File: config.mk
export PLATFORM = sky130hd
export DESIGN_NAME = jtp_tap
export DESIGN_NICKNAME = d
export VERILOG_FILES = /design/src/core/jtp_pkg.sv /design/src/core/jtp_scan_reg.sv /design/src/core/jtp_tap.sv
export VERILOG_INCLUDE_DIRS = /design/src /design/src/core
export SDC_FILE = /design/constraint.sdc
export NUM_CORES = 1
export LEC_CHECK = 0
export BUFFER_PORTS_ARGS = -buffer_cell sky130_fd_sc_hd__clkbuf_2
export CAP_MARGIN = 10
export CORE_UTILIZATION = 49
export CTS_CLUSTER_SIZE = 12
export DETAILED_ROUTE_END_ITERATION = 7
export PLACE_DENSITY_LB_ADDON = 0.25
export SYNTH_ARGS = -nofsm -noshare
export SYNTH_HDL_FRONTEND = slang
export SYNTH_SLANG_ARGS = --single-unit
File: constraint.sdc
create_clock -name mclk -period 3.6 [get_ports mclk]
set_input_delay 0 -clock mclk [delete_from_list [all_inputs] [get_ports mclk]]
set_output_delay 0 -clock mclk [all_outputs]
set_load 0.03 [all_outputs]
File: src/core/jtp_defines.svh
// constants for the test access port: opcodes, register offsets, field positions
// assumes an 8-bit software port with a 2-bit address
`ifndef JTP_DEFINES_SVH
`define JTP_DEFINES_SVH

`define JTP_IR_W            4
`define JTP_IR_CAPTURE      4'h1
`define JTP_OP_IDCODE       4'h1
`define JTP_OP_BYPASS       4'hf
`define JTP_OP_DBG_A        4'h8
`define JTP_OP_DBG_B        4'h9
`define JTP_OP_DBG_C        4'ha
`define JTP_OP_DBG_D        4'hb

`define JTP_ADDR_W          2
`define JTP_DATA_W          8
`define JTP_REG_CSR         2'h0
`define JTP_REG_STAT        2'h1
`define JTP_CSR_DISABLE_BIT 0
`define JTP_CSR_RESET       8'h00

`define JTP_TMS_RESET_RUN   3'h5

`define JTP_BP_FLOW_BIT     0
`define JTP_BP_STEP_BIT     1
`define JTP_BP_MODE_LSB     2
`define JTP_BP_MODE_MSB     4

// arbitrary neutral identification value, lsb set as scan convention asks
`define JTP_IDCODE_DEFAULT  32'h0000_0001

`endif

File: src/core/jtp_pkg.sv
// types shared by the test access port files
// assumes nothing beyond a SystemVerilog compiler
package jtp_pkg;

  // one-hot controller states
  typedef enum logic [15:0] {
    JTP_TLR   = 16'h0001,
    JTP_RTI   = 16'h0002,
    JTP_SELDR = 16'h0004,
    JTP_CAPDR = 16'h0008,
    JTP_SHDR  = 16'h0010,
    JTP_EX1DR = 16'h0020,
    JTP_PSDR  = 16'h0040,
    JTP_EX2DR = 16'h0080,
    JTP_UPDR  = 16'h0100,
    JTP_SELIR = 16'h0200,
    JTP_CAPIR = 16'h0400,
    JTP_SHIR  = 16'h0800,
    JTP_EX1IR = 16'h1000,
    JTP_PSIR  = 16'h2000,
    JTP_EX2IR = 16'h4000,
    JTP_UPIR  = 16'h8000
  } jtp_state_e;

endpackage

File: src/core/jtp_scan_reg.sv
// one data register of the scan path: capture, lsb-first shift, latched update
// assumes one-cycle enables from the controller in the mclk domain
`timescale 1ns/1ns
module jtp_scan_reg #(
  parameter int         W   = 8,
  parameter logic [W-1:0] RST = '0
) (
  input  wire logic         mclk,
  input  wire logic         reset,
  input  wire logic         capture_en,
  input  wire logic         shift_en,
  input  wire logic         update_en,
  input  wire logic         ser_in,
  input  wire logic [W-1:0] cap_data,
  output logic              ser_out,
  output logic [W-1:0]      par_out
);

  logic [W-1:0] sr_r;
  logic [W-1:0] sr_nxt;

  // per bit: capture parallel input or take the bit above, top bit from ser_in
  genvar i;
  generate
    for (i = 0; i < W; i++) begin : g_bit
      if (i == W - 1) begin : g_top
        assign sr_nxt[i] = capture_en ? cap_data[i] : (shift_en ? ser_in : sr_r[i]);
      end else begin : g_mid
        assign sr_nxt[i] = capture_en ? cap_data[i] : (shift_en ? sr_r[i+1] : sr_r[i]);
      end
    end
  endgenerate

  // shift stage
  always_ff @(posedge mclk) begin
    if (reset) begin
      sr_r <= '0;
    end else begin
      sr_r <= sr_nxt;
    end
  end

  // latched output moves only on update, so shifting never disturbs it
  always_ff @(posedge mclk) begin
    if (reset) begin
      par_out <= RST;
    end else if (update_en) begin
      par_out <= sr_r;
    end
  end

  assign ser_out = sr_r[0];  // lsb leaves first

endmodule // jtp_scan_reg

File: src/core/jtp_tap.sv
// test access port: controller, instruction register, data paths, debug chains
// assumes tck, tms, tdi come from pins and are sampled by mclk (20 MHz)
// What this block does
// - only clock, mode, data in, data out pins
// - fuse unprogrammed: port pins, controller held reset
// - active when fuse programmed and disable clear
// - pull-ups on mode, clock, data in
// - data out floats unless shifting
// - sixteen states stepped by mode on rising clock
// - power-on reset starts in test-logic-reset
// - every shift register moves lsb first
// - four-bit instruction register shifted in Shift-IR
// - captured instruction value 0x01 shifted out
// - instruction latched in Update-IR, selects path
// - capture in Capture-DR, shift out in Shift-DR
// - latched data outputs change only in Update-DR
// - five mode highs reach test-logic-reset
// - processor chain applies instructions, returns results
// - flow, step and four configurable breakpoints
// - debug needs debug fuse and no locks
// - codes 0x8 to 0xB are debug instructions
//
// The register offsets and strobed register access were decided locally.
`timescale 1ns/1ns
`include "jtp_defines.svh"
module jtp_tap #(
  parameter logic [31:0] IDCODE = `JTP_IDCODE_DEFAULT,
  parameter int          CPU_W  = 16,
  parameter int          BP_W   = 21
) (
  input  wire logic              mclk,
  input  wire logic              reset,
  input  wire logic              tck_i,
  input  wire logic              tms_i,
  input  wire logic              tdi_i,
  output logic                   tdo_o,
  output logic                   tdo_oe_n,
  output logic                   pullup_en,
  input  wire logic              port_dout,
  input  wire logic              port_oe_n,
  input  wire logic              test_port_enable_fuse,
  input  wire logic              debug_enable_fuse,
  input  wire logic [1:0]        lock_bits,
  input  wire logic [`JTP_ADDR_W-1:0] reg_addr,
  input  wire logic [`JTP_DATA_W-1:0] reg_wdata,
  input  wire logic              reg_wr,
  input  wire logic              reg_rd,
  output logic [`JTP_DATA_W-1:0] reg_rdata,
  input  wire logic [CPU_W-1:0]  cpu_result_in,
  output logic [CPU_W-1:0]       cpu_instr_out,
  output logic                   cpu_instr_valid,
  output logic [BP_W-1:0]        bp_cfg,
  output logic                   bp_flow_en,
  output logic                   bp_step_en,
  output logic [2:0]             bp_mode
);

  logic [`JTP_DATA_W-1:0] mcu_control_status_reg;
  logic                   test_port_disable_bit;
  logic                   active;
  logic                   dbg_on;
  logic                   tck_s1_r, tck_s2_r, tck_s3_r;
  logic                   tms_s1_r, tms_s_r;
  logic                   tdi_s1_r, tdi_s_r;
  logic                   tck_rise, tck_fall;
  jtp_pkg::jtp_state_e    state_r;
  jtp_pkg::jtp_state_e    state_nxt;
  logic [3:0]             ir_sr_r;
  logic [3:0]             ir_r;
  logic                   bypass_r;
  logic                   sel_cpu, sel_bp, sel_id;
  logic                   cap_dr, sh_dr, up_dr;
  logic                   id_out, cpu_out, bp_out;
  logic                   shift_bit;
  logic                   tdo_r;
  logic                   tdo_oe_n_r;
  logic [2:0]             tms_cnt_r;

  // software control register, disable bit reset clear
  always_ff @(posedge mclk) begin
    if (reset) begin
      mcu_control_status_reg <= `JTP_CSR_RESET;
    end else if (reg_wr && reg_addr == `JTP_REG_CSR) begin
      mcu_control_status_reg <= reg_wdata;
    end
  end

  assign test_port_disable_bit = mcu_control_status_reg[`JTP_CSR_DISABLE_BIT];

  // read data stand in the cycle after the strobe only; unmapped reads zero
  always_ff @(posedge mclk) begin
    if (reset) begin
      reg_rdata <= '0;
    end else if (reg_rd) begin
      case (reg_addr)
        `JTP_REG_CSR:  reg_rdata <= mcu_control_status_reg;
        `JTP_REG_STAT: reg_rdata <= {ir_r, 2'h0, dbg_on, active};
        default:       reg_rdata <= '0;
      endcase
    end else begin
      reg_rdata <= '0;
    end
  end

  assign active = test_port_enable_fuse && !test_port_disable_bit;
  assign dbg_on = active && debug_enable_fuse && (lock_bits == 2'h0);
  assign pullup_en = active;

  // pin synchronisers: three pins in, no reset pin; first stages feed only second
  always_ff @(posedge mclk) begin
    if (reset) begin
      tck_s1_r <= 1'b0;
      tck_s2_r <= 1'b0;
      tck_s3_r <= 1'b0;
      tms_s1_r <= 1'b1;
      tms_s_r  <= 1'b1;
      tdi_s1_r <= 1'b1;
      tdi_s_r  <= 1'b1;
    end else begin
      tck_s1_r <= tck_i;
      tck_s2_r <= tck_s1_r;
      tck_s3_r <= tck_s2_r;
      tms_s1_r <= tms_i;
      tms_s_r  <= tms_s1_r;
      tdi_s1_r <= tdi_i;
      tdi_s_r  <= tdi_s1_r;
    end
  end

  // tms and tdi pass the same two stages as tck, so they line up with the edge
  assign tck_rise = tck_s2_r && !tck_s3_r;
  assign tck_fall = !tck_s2_r && tck_s3_r;

  always_comb begin
    case (state_r)
      jtp_pkg::JTP_TLR:   state_nxt = tms_s_r ? jtp_pkg::JTP_TLR   : jtp_pkg::JTP_RTI;
      jtp_pkg::JTP_RTI:   state_nxt = tms_s_r ? jtp_pkg::JTP_SELDR : jtp_pkg::JTP_RTI;
      jtp_pkg::JTP_SELDR: state_nxt = tms_s_r ? jtp_pkg::JTP_SELIR : jtp_pkg::JTP_CAPDR;
      jtp_pkg::JTP_CAPDR: state_nxt = tms_s_r ? jtp_pkg::JTP_EX1DR : jtp_pkg::JTP_SHDR;
      jtp_pkg::JTP_SHDR:  state_nxt = tms_s_r ? jtp_pkg::JTP_EX1DR : jtp_pkg::JTP_SHDR;
      jtp_pkg::JTP_EX1DR: state_nxt = tms_s_r ? jtp_pkg::JTP_UPDR  : jtp_pkg::JTP_PSDR;
      jtp_pkg::JTP_PSDR:  state_nxt = tms_s_r ? jtp_pkg::JTP_EX2DR : jtp_pkg::JTP_PSDR;
      jtp_pkg::JTP_EX2DR: state_nxt = tms_s_r ? jtp_pkg::JTP_UPDR  : jtp_pkg::JTP_SHDR;
      jtp_pkg::JTP_UPDR:  state_nxt = tms_s_r ? jtp_pkg::JTP_SELDR : jtp_pkg::JTP_RTI;
      jtp_pkg::JTP_SELIR: state_nxt = tms_s_r ? jtp_pkg::JTP_TLR   : jtp_pkg::JTP_CAPIR;
      jtp_pkg::JTP_CAPIR: state_nxt = tms_s_r ? jtp_pkg::JTP_EX1IR : jtp_pkg::JTP_SHIR;
      jtp_pkg::JTP_SHIR:  state_nxt = tms_s_r ? jtp_pkg::JTP_EX1IR : jtp_pkg::JTP_SHIR;
      jtp_pkg::JTP_EX1IR: state_nxt = tms_s_r ? jtp_pkg::JTP_UPIR  : jtp_pkg::JTP_PSIR;
      jtp_pkg::JTP_PSIR:  state_nxt = tms_s_r ? jtp_pkg::JTP_EX2IR : jtp_pkg::JTP_PSIR;
      jtp_pkg::JTP_EX2IR: state_nxt = tms_s_r ? jtp_pkg::JTP_UPIR  : jtp_pkg::JTP_SHIR;
      jtp_pkg::JTP_UPIR:  state_nxt = tms_s_r ? jtp_pkg::JTP_SELDR : jtp_pkg::JTP_RTI;
      default:            state_nxt = jtp_pkg::JTP_TLR;
    endcase
  end

  // reset start, held while inactive, step on rising tck
  always_ff @(posedge mclk) begin
    if (reset) begin
      state_r <= jtp_pkg::JTP_TLR;
    end else if (!active) begin
      state_r <= jtp_pkg::JTP_TLR;
    end else if (tck_rise) begin
      state_r <= state_nxt;
    end
  end

  // capture 0x01, four-bit shift, lsb first
  always_ff @(posedge mclk) begin
    if (reset) begin
      ir_sr_r <= '0;
    end else if (tck_rise && state_r == jtp_pkg::JTP_CAPIR) begin
      ir_sr_r <= `JTP_IR_CAPTURE;
    end else if (tck_rise && state_r == jtp_pkg::JTP_SHIR) begin
      ir_sr_r <= {tdi_s_r, ir_sr_r[3:1]};
    end
  end

  // latch instruction on update; reset state restores the identity path
  always_ff @(posedge mclk) begin
    if (reset) begin
      ir_r <= `JTP_OP_IDCODE;
    end else if (state_r == jtp_pkg::JTP_TLR) begin
      ir_r <= `JTP_OP_IDCODE;
    end else if (tck_rise && state_r == jtp_pkg::JTP_UPIR) begin
      ir_r <= ir_sr_r;
    end
  end

  // debug opcodes select chains only while debug is allowed
  assign sel_cpu = dbg_on && (ir_r == `JTP_OP_DBG_A);
  assign sel_bp  = dbg_on && (ir_r == `JTP_OP_DBG_B);
  assign sel_id  = (ir_r == `JTP_OP_IDCODE);

  // capture and shift strobes, update strobe
  assign cap_dr = tck_rise && state_r == jtp_pkg::JTP_CAPDR;
  assign sh_dr  = tck_rise && state_r == jtp_pkg::JTP_SHDR;
  assign up_dr  = tck_rise && state_r == jtp_pkg::JTP_UPDR;

  // bypass stage catches every unselected code, including the spare debug codes
  always_ff @(posedge mclk) begin
    if (reset) begin
      bypass_r <= 1'b0;
    end else if (cap_dr) begin
      bypass_r <= 1'b0;
    end else if (sh_dr) begin
      bypass_r <= tdi_s_r;
    end
  end

  // identity register, capture only
  jtp_scan_reg #(.W(32), .RST('0)) u_id (
    .mclk       (mclk),
    .reset      (reset),
    .capture_en (cap_dr && sel_id),
    .shift_en   (sh_dr && sel_id),
    .update_en  (1'b0),
    .ser_in     (tdi_s_r),
    .cap_data   (IDCODE),
    .ser_out    (id_out),
    .par_out    ()
  );

  // processor chain: instruction out on update, result captured back
  jtp_scan_reg #(.W(CPU_W), .RST('0)) u_cpu (
    .mclk       (mclk),
    .reset      (reset),
    .capture_en (cap_dr && sel_cpu),
    .shift_en   (sh_dr && sel_cpu),
    .update_en  (up_dr && sel_cpu),
    .ser_in     (tdi_s_r),
    .cap_data   (cpu_result_in),
    .ser_out    (cpu_out),
    .par_out    (cpu_instr_out)
  );

  // one-cycle apply pulse beside each new processor instruction
  always_ff @(posedge mclk) begin
    if (reset) begin
      cpu_instr_valid <= 1'b0;
    end else begin
      cpu_instr_valid <= up_dr && sel_cpu;
    end
  end

  // breakpoint configuration chain, reads back its own settings
  jtp_scan_reg #(.W(BP_W), .RST('0)) u_bp (
    .mclk       (mclk),
    .reset      (reset),
    .capture_en (cap_dr && sel_bp),
    .shift_en   (sh_dr && sel_bp),
    .update_en  (up_dr && sel_bp),
    .ser_in     (tdi_s_r),
    .cap_data   (bp_cfg),
    .ser_out    (bp_out),
    .par_out    (bp_cfg)
  );

  // decoded breakpoint controls, flow and step off when debug is locked out; mode not gated
  // mode is the raw three-bit field of the chain; 5..7 pass out unchanged
  assign bp_flow_en = dbg_on && bp_cfg[`JTP_BP_FLOW_BIT];
  assign bp_step_en = dbg_on && bp_cfg[`JTP_BP_STEP_BIT];
  assign bp_mode    = bp_cfg[`JTP_BP_MODE_MSB:`JTP_BP_MODE_LSB];

  // serial bit for the current path
  always_comb begin
    if (state_r == jtp_pkg::JTP_SHIR) begin
      shift_bit = ir_sr_r[0];
    end else if (sel_id) begin
      shift_bit = id_out;
    end else if (sel_cpu) begin
      shift_bit = cpu_out;
    end else if (sel_bp) begin
      shift_bit = bp_out;
    end else begin
      shift_bit = bypass_r;
    end
  end

  // tdo moves on falling tck, floats outside shift states
  always_ff @(posedge mclk) begin
    if (reset) begin
      tdo_r      <= 1'b1;
      tdo_oe_n_r <= 1'b1;
    end else if (!active) begin
      tdo_r      <= 1'b1;
      tdo_oe_n_r <= 1'b1;
    end else if (tck_fall) begin
      tdo_r      <= shift_bit;
      tdo_oe_n_r <= !(state_r == jtp_pkg::JTP_SHIR || state_r == jtp_pkg::JTP_SHDR);
    end
  end

  // disabled port hands the data-out pin back to the port logic
  assign tdo_o    = active ? tdo_r : port_dout;
  assign tdo_oe_n = active ? tdo_oe_n_r : port_oe_n;

  // run of mode highs seen on rising tck, saturating at five
  always_ff @(posedge mclk) begin
    if (reset) begin
      tms_cnt_r <= 3'h0;
    end else if (tck_rise) begin
      if (!tms_s_r) begin
        tms_cnt_r <= 3'h0;
      end else if (tms_cnt_r != `JTP_TMS_RESET_RUN) begin
        tms_cnt_r <= tms_cnt_r + 3'h1;
      end
    end
  end

  reset_start_a: assert property (@(posedge mclk) $fell(reset) |-> state_r == jtp_pkg::JTP_TLR)
    else $error("controller not in reset state after reset");

  hold_tlr_a: assert property (@(posedge mclk) disable iff (reset)
    !test_port_enable_fuse |-> (tdo_oe_n == port_oe_n) ##1 (state_r == jtp_pkg::JTP_TLR))
    else $error("controller left reset while fuse unprogrammed");

  five_ones_a: assert property (@(posedge mclk) disable iff (reset)
    active && tms_cnt_r == `JTP_TMS_RESET_RUN |-> state_r == jtp_pkg::JTP_TLR)
    else $error("five mode highs did not reach reset state");

  ir_capture_a: assert property (@(posedge mclk) disable iff (reset)
    tck_rise && state_r == jtp_pkg::JTP_CAPIR |=> ir_sr_r == `JTP_IR_CAPTURE && state_r != jtp_pkg::JTP_CAPIR)
    else $error("instruction capture value wrong");

  ir_shift_a: assert property (@(posedge mclk) disable iff (reset)
    tck_rise && state_r == jtp_pkg::JTP_SHIR |=> ir_sr_r == {$past(tdi_s_r), $past(ir_sr_r[3:1])})
    else $error("instruction shift not lsb first");

  ir_update_a: assert property (@(posedge mclk) disable iff (reset)
    tck_rise && state_r == jtp_pkg::JTP_UPIR && !tms_s_r |=> ir_r == $past(ir_sr_r) && state_r == jtp_pkg::JTP_RTI)
    else $error("instruction not latched on update");

  tdo_float_a: assert property (@(posedge mclk) disable iff (reset)
    active && tck_fall && state_r != jtp_pkg::JTP_SHIR && state_r != jtp_pkg::JTP_SHDR |=> tdo_oe_n)
    else $error("data out driven outside shift states");

  tdo_edge_a: assert property (@(posedge mclk) disable iff (reset)
    active && !tck_fall ##1 active |-> $stable(tdo_o) && $stable(tdo_oe_n))
    else $error("data out changed away from falling tck");

  dbg_lock_a: assert property (@(posedge mclk) disable iff (reset)
    lock_bits != 2'h0 |-> !sel_cpu && !sel_bp && !bp_flow_en && !bp_step_en)
    else $error("debug reachable with lock bits set");

  dr_update_a: assert property (@(posedge mclk) disable iff (reset)
    !(up_dr && sel_cpu) |=> $stable(cpu_instr_out))
    else $error("processor chain output moved outside update");

  pull_hold_a: assert property (@(posedge mclk) disable iff (reset)
    test_port_enable_fuse && !test_port_disable_bit |-> pullup_en ##1 (pullup_en || !active))
    else $error("pull-ups off while port active");

endmodule // jtp_tap

==> results.md <==
* Fin cells at approximately 1000
* DRT iter0 DRCs at 319
* Input/output buffers at between 90 and 100
* Die Height at between 100 and 150 µm
* Area Growth Syn to Fin at 20.70%
* Post-route DRC at 0
* Max Slew Vio Count at 0
* Number of global-route vias before repair at between 5000 and 6000
* Slew Limit Headroom at 36.22%
* Antenna cells at 0
* RSZ-0062 raised after global routing: false
* CP arrival at around 2.7 ns
* Gr usage total at 22.12%
* #FFs+latches synth at approximately 160
* Hold/Removal Path Class: primary input to flop
* Post-Syn Instances at around 730
* Clk slew on worst S/H paths at about 0.060 ns
* P_leak at about 3.1 nW
* Count of different cell masters after synthesis at 54
* Die width at approximately 120 µm
* DRT Pass-1 Iters at 5
* Tcrit/Tclk final at around two thirds
* Clock root buffer: clkbuf_16
* Num ports at just over 90
* Cell Rows at 42
* Largest net degree at the start of global routing at 96
* Fraction of layout cells with a size suffix above 1 at 22.33%
* Peak supply drop at approximately 300 µV
* Area of the multi-input gates at between 3000 and 4000 µm²
* RD Place Congestion at approximately 0.84
* Largest registers: u_id.sr_r: 32 flops, u_bp.par_out: 21 flops, u_bp.sr_r: 21 flops
* Core area at 13350 µm²
* Synth warn at 0
* Main flop type after synthesis: dfxtp_1
* Synthesized Nets at 764
* Startpoint Class: flop
* Avg Vias per Cell at approximately 5.4
* Cell Area, Synth at roughly 6800 µm²
* Synthesized area per cell at ~9.3 µm²
* H-tree lvl count at 4
* Final ANT Viol Nets at 0
* CP Class: flop to flop
* Final worst slack at about 1.2 ns
* Clk buf depth at 2
* HPWL Detailed at 9625 µm
* PwrDens at 451.8 nW/µm²
* Placed cell count at approximately 950
* Register area share after synthesis at about 47%
* CP required at 3.88 ns
* Die Area at 14260 µm²
* Final setup fails at 0
* Final Power at 3.685 mW
* Pre-CTS setup slack at 1.124 ns
* CTS resizes at 0
* Register cell area after layout at 3143 µm²
* Fmax at 411.8 MHz
* Clock period minus worst slack at roughly 2.4 ns
* CP endpoint kind: flop
* Worst-path maximum fanout at 22
* Final Hold Vio Count at 0
* Fraction of registers with async set/reset at 0%
* Pin slew with the least headroom to its limit at about 0.96 ns
* Cts bufs inserted at 17
* Final TNS setup at 0 ns
* Fillers at 1114
* Routed WL per cell at ~15 µm
* # nets final at 860
* EDFF count, synth at 0
* Initial Utilization at 50.63%
* Grt total ovfl at 0
* Outcome: finished clean
* Number of max-cap violations at 0
* Skew-Pair Late Insertion Delay at roughly 0.43 ns
* TritonCTS clock tree: built
* Total Wirelength at approximately 15000 µm
* Initial antenna violation count at 0
* Via count at 5419
* Clock sinks at ~160
* Largest register FFs at 32
* Most flop-heavy register: u_id.sr_r
* First-pass GRT wire length at between 20000 and 25000 µm
* Clk_skew at 0.007651 ns
-- final cells by class --
type / instances / share of cell area, %
repair buffers: 132 / 10.25
flip-flops and latches: 157 / 38.53
well taps: 176 / 2.700
multi-input cells: 502 / 40.67
clock buffers: 21 / 5.645
inverters: 11 / 0.5062
clock inverters: 10 / 1.703
-- cell usage after synthesis, types with 7 or more instances --
master	count	area share, %
inv_1	11	0.61
mux2_2	36	6.0
dfxtp_1	157	47
nand2_1	84	4.7
nor3b_1	7	0.78
a21oi_1	41	3.0
a22oi_1	7	0.78
mux2i_1	91	13
nor2_1	120	6.7
o21ai_0	9	0.67
nand3_1	9	0.67
buf_2	11	0.81
clkbuf_1	32	1.8
-- kinds of logic (layout without fill, tap and decap cells) --
group           count (synthesis)  after routing  share of synthesized area (%)
compound gates                 86             86                          7.999
xor+xnor                        9              9                          1.166
buf+inv                        66            174                          4.647
flops                         157            157                          46.51
mux                           127            127                          19.48
simple gates                  280            280                          20.20
-- critical path, stage by stage (launching register included) --
cell,delay [ns]
dfxtp_1,0.34
nor4b_1,0.57
nand4b_1,0.32
nor4_4,0.32
buf_4,0.39
mux2i_1,0.28
nor2_1,0.06
-- final timing paths --
path | slack, ns | cells past startpoint | start | to
setup reg to reg | 1.17 | 6 | ir_r[1]$_SDFFE_PP0P_ | u_bp.sr_r[8]$_SDFFE_PP0P_
hold / removal | 0.01 | 4 | lock_bits[0] | reg_rdata[1]$_SDFF_PP0_
setup / recovery | 1.17 | 6 | ir_r[1]$_SDFFE_PP0P_ | u_bp.sr_r[8]$_SDFFE_PP0P_
hold reg to reg | 0.41 | 1 | tdi_s1_r$_SDFF_PP1_ | tdi_s_r$_SDFF_PP1_
-- layer usage --
layer	vias to the layer above	global-route usage (%)	share of wire, %
met1	2618	26.85	44
met5	-	0	0
met4	0	8.281	1.6
met3	18	7.184	4.7
met2	92	36.41	50
li1	2691	-	-
-- where the power goes --
group,leakage (nW),switching [mW],total (mW),internal [mW]
Combinational,1.52,0.0711,0.128,0.0564
Sequential,1.27,0.00580,1.75,1.75
Clock,0.293,0.684,1.81,1.12
-- cells in the final DEF (no fill, tap or decap), types with 3 or more instances in the layout --
| cell | n |
|---|---|
| nor4_1 | 4 |
| a22oi_1 | 7 |
| xor2_1 | 5 |
| a21oi_1 | 41 |
| and2_1 | 3 |
| nand2_1 | 84 |
| inv_1 | 11 |
| o21ai_0 | 9 |
| nor3b_1 | 7 |
| nand2b_1 | 3 |
| or2_2 | 6 |
| o22ai_1 | 6 |
| clkinv_2 | 3 |
| nor2_1 | 120 |
| nor4b_1 | 6 |
| mux2_2 | 36 |
| xnor2_1 | 4 |
| clkbuf_2 | 91 |
| nor2b_1 | 6 |
| nor4_4 | 4 |
| nand4b_1 | 5 |
| a32o_1 | 4 |
| dfxtp_1 | 157 |
| nand3_1 | 9 |
| dlygate4sd3_1 | 30 |
| a32oi_1 | 3 |
| clkbuf_16 | 17 |
| nand4_1 | 4 |
| mux2i_1 | 91 |
| bufinv_16 | 3 |
| nor3_1 | 4 |
| buf_4 | 10 |
-- stage by stage --
stage | cell area [µm²] | util [%] | hold WS (ns)
2_1_floorplan | 6758 | - | 0.1038
3_3_place_gp | 7257 | 54.37 | 0.1901
3_5_place_dp | 7257 | 54.37 | 0.1880
4_1_cts | 8157 | 61.11 | 0.007977
5_1_grt | 8157 | 61.11 | 0.04142
6_report | 8157 | 61.11 | 0.01285
-- timing repair --
item | CTS | global route
buffers inserted | 0 | 0
endpoints found under the setup margin | 0 | 0
hold buffers | 30 | 0
hold endpoints to repair | 34 | 0
(Power assumes the default switching activity.)
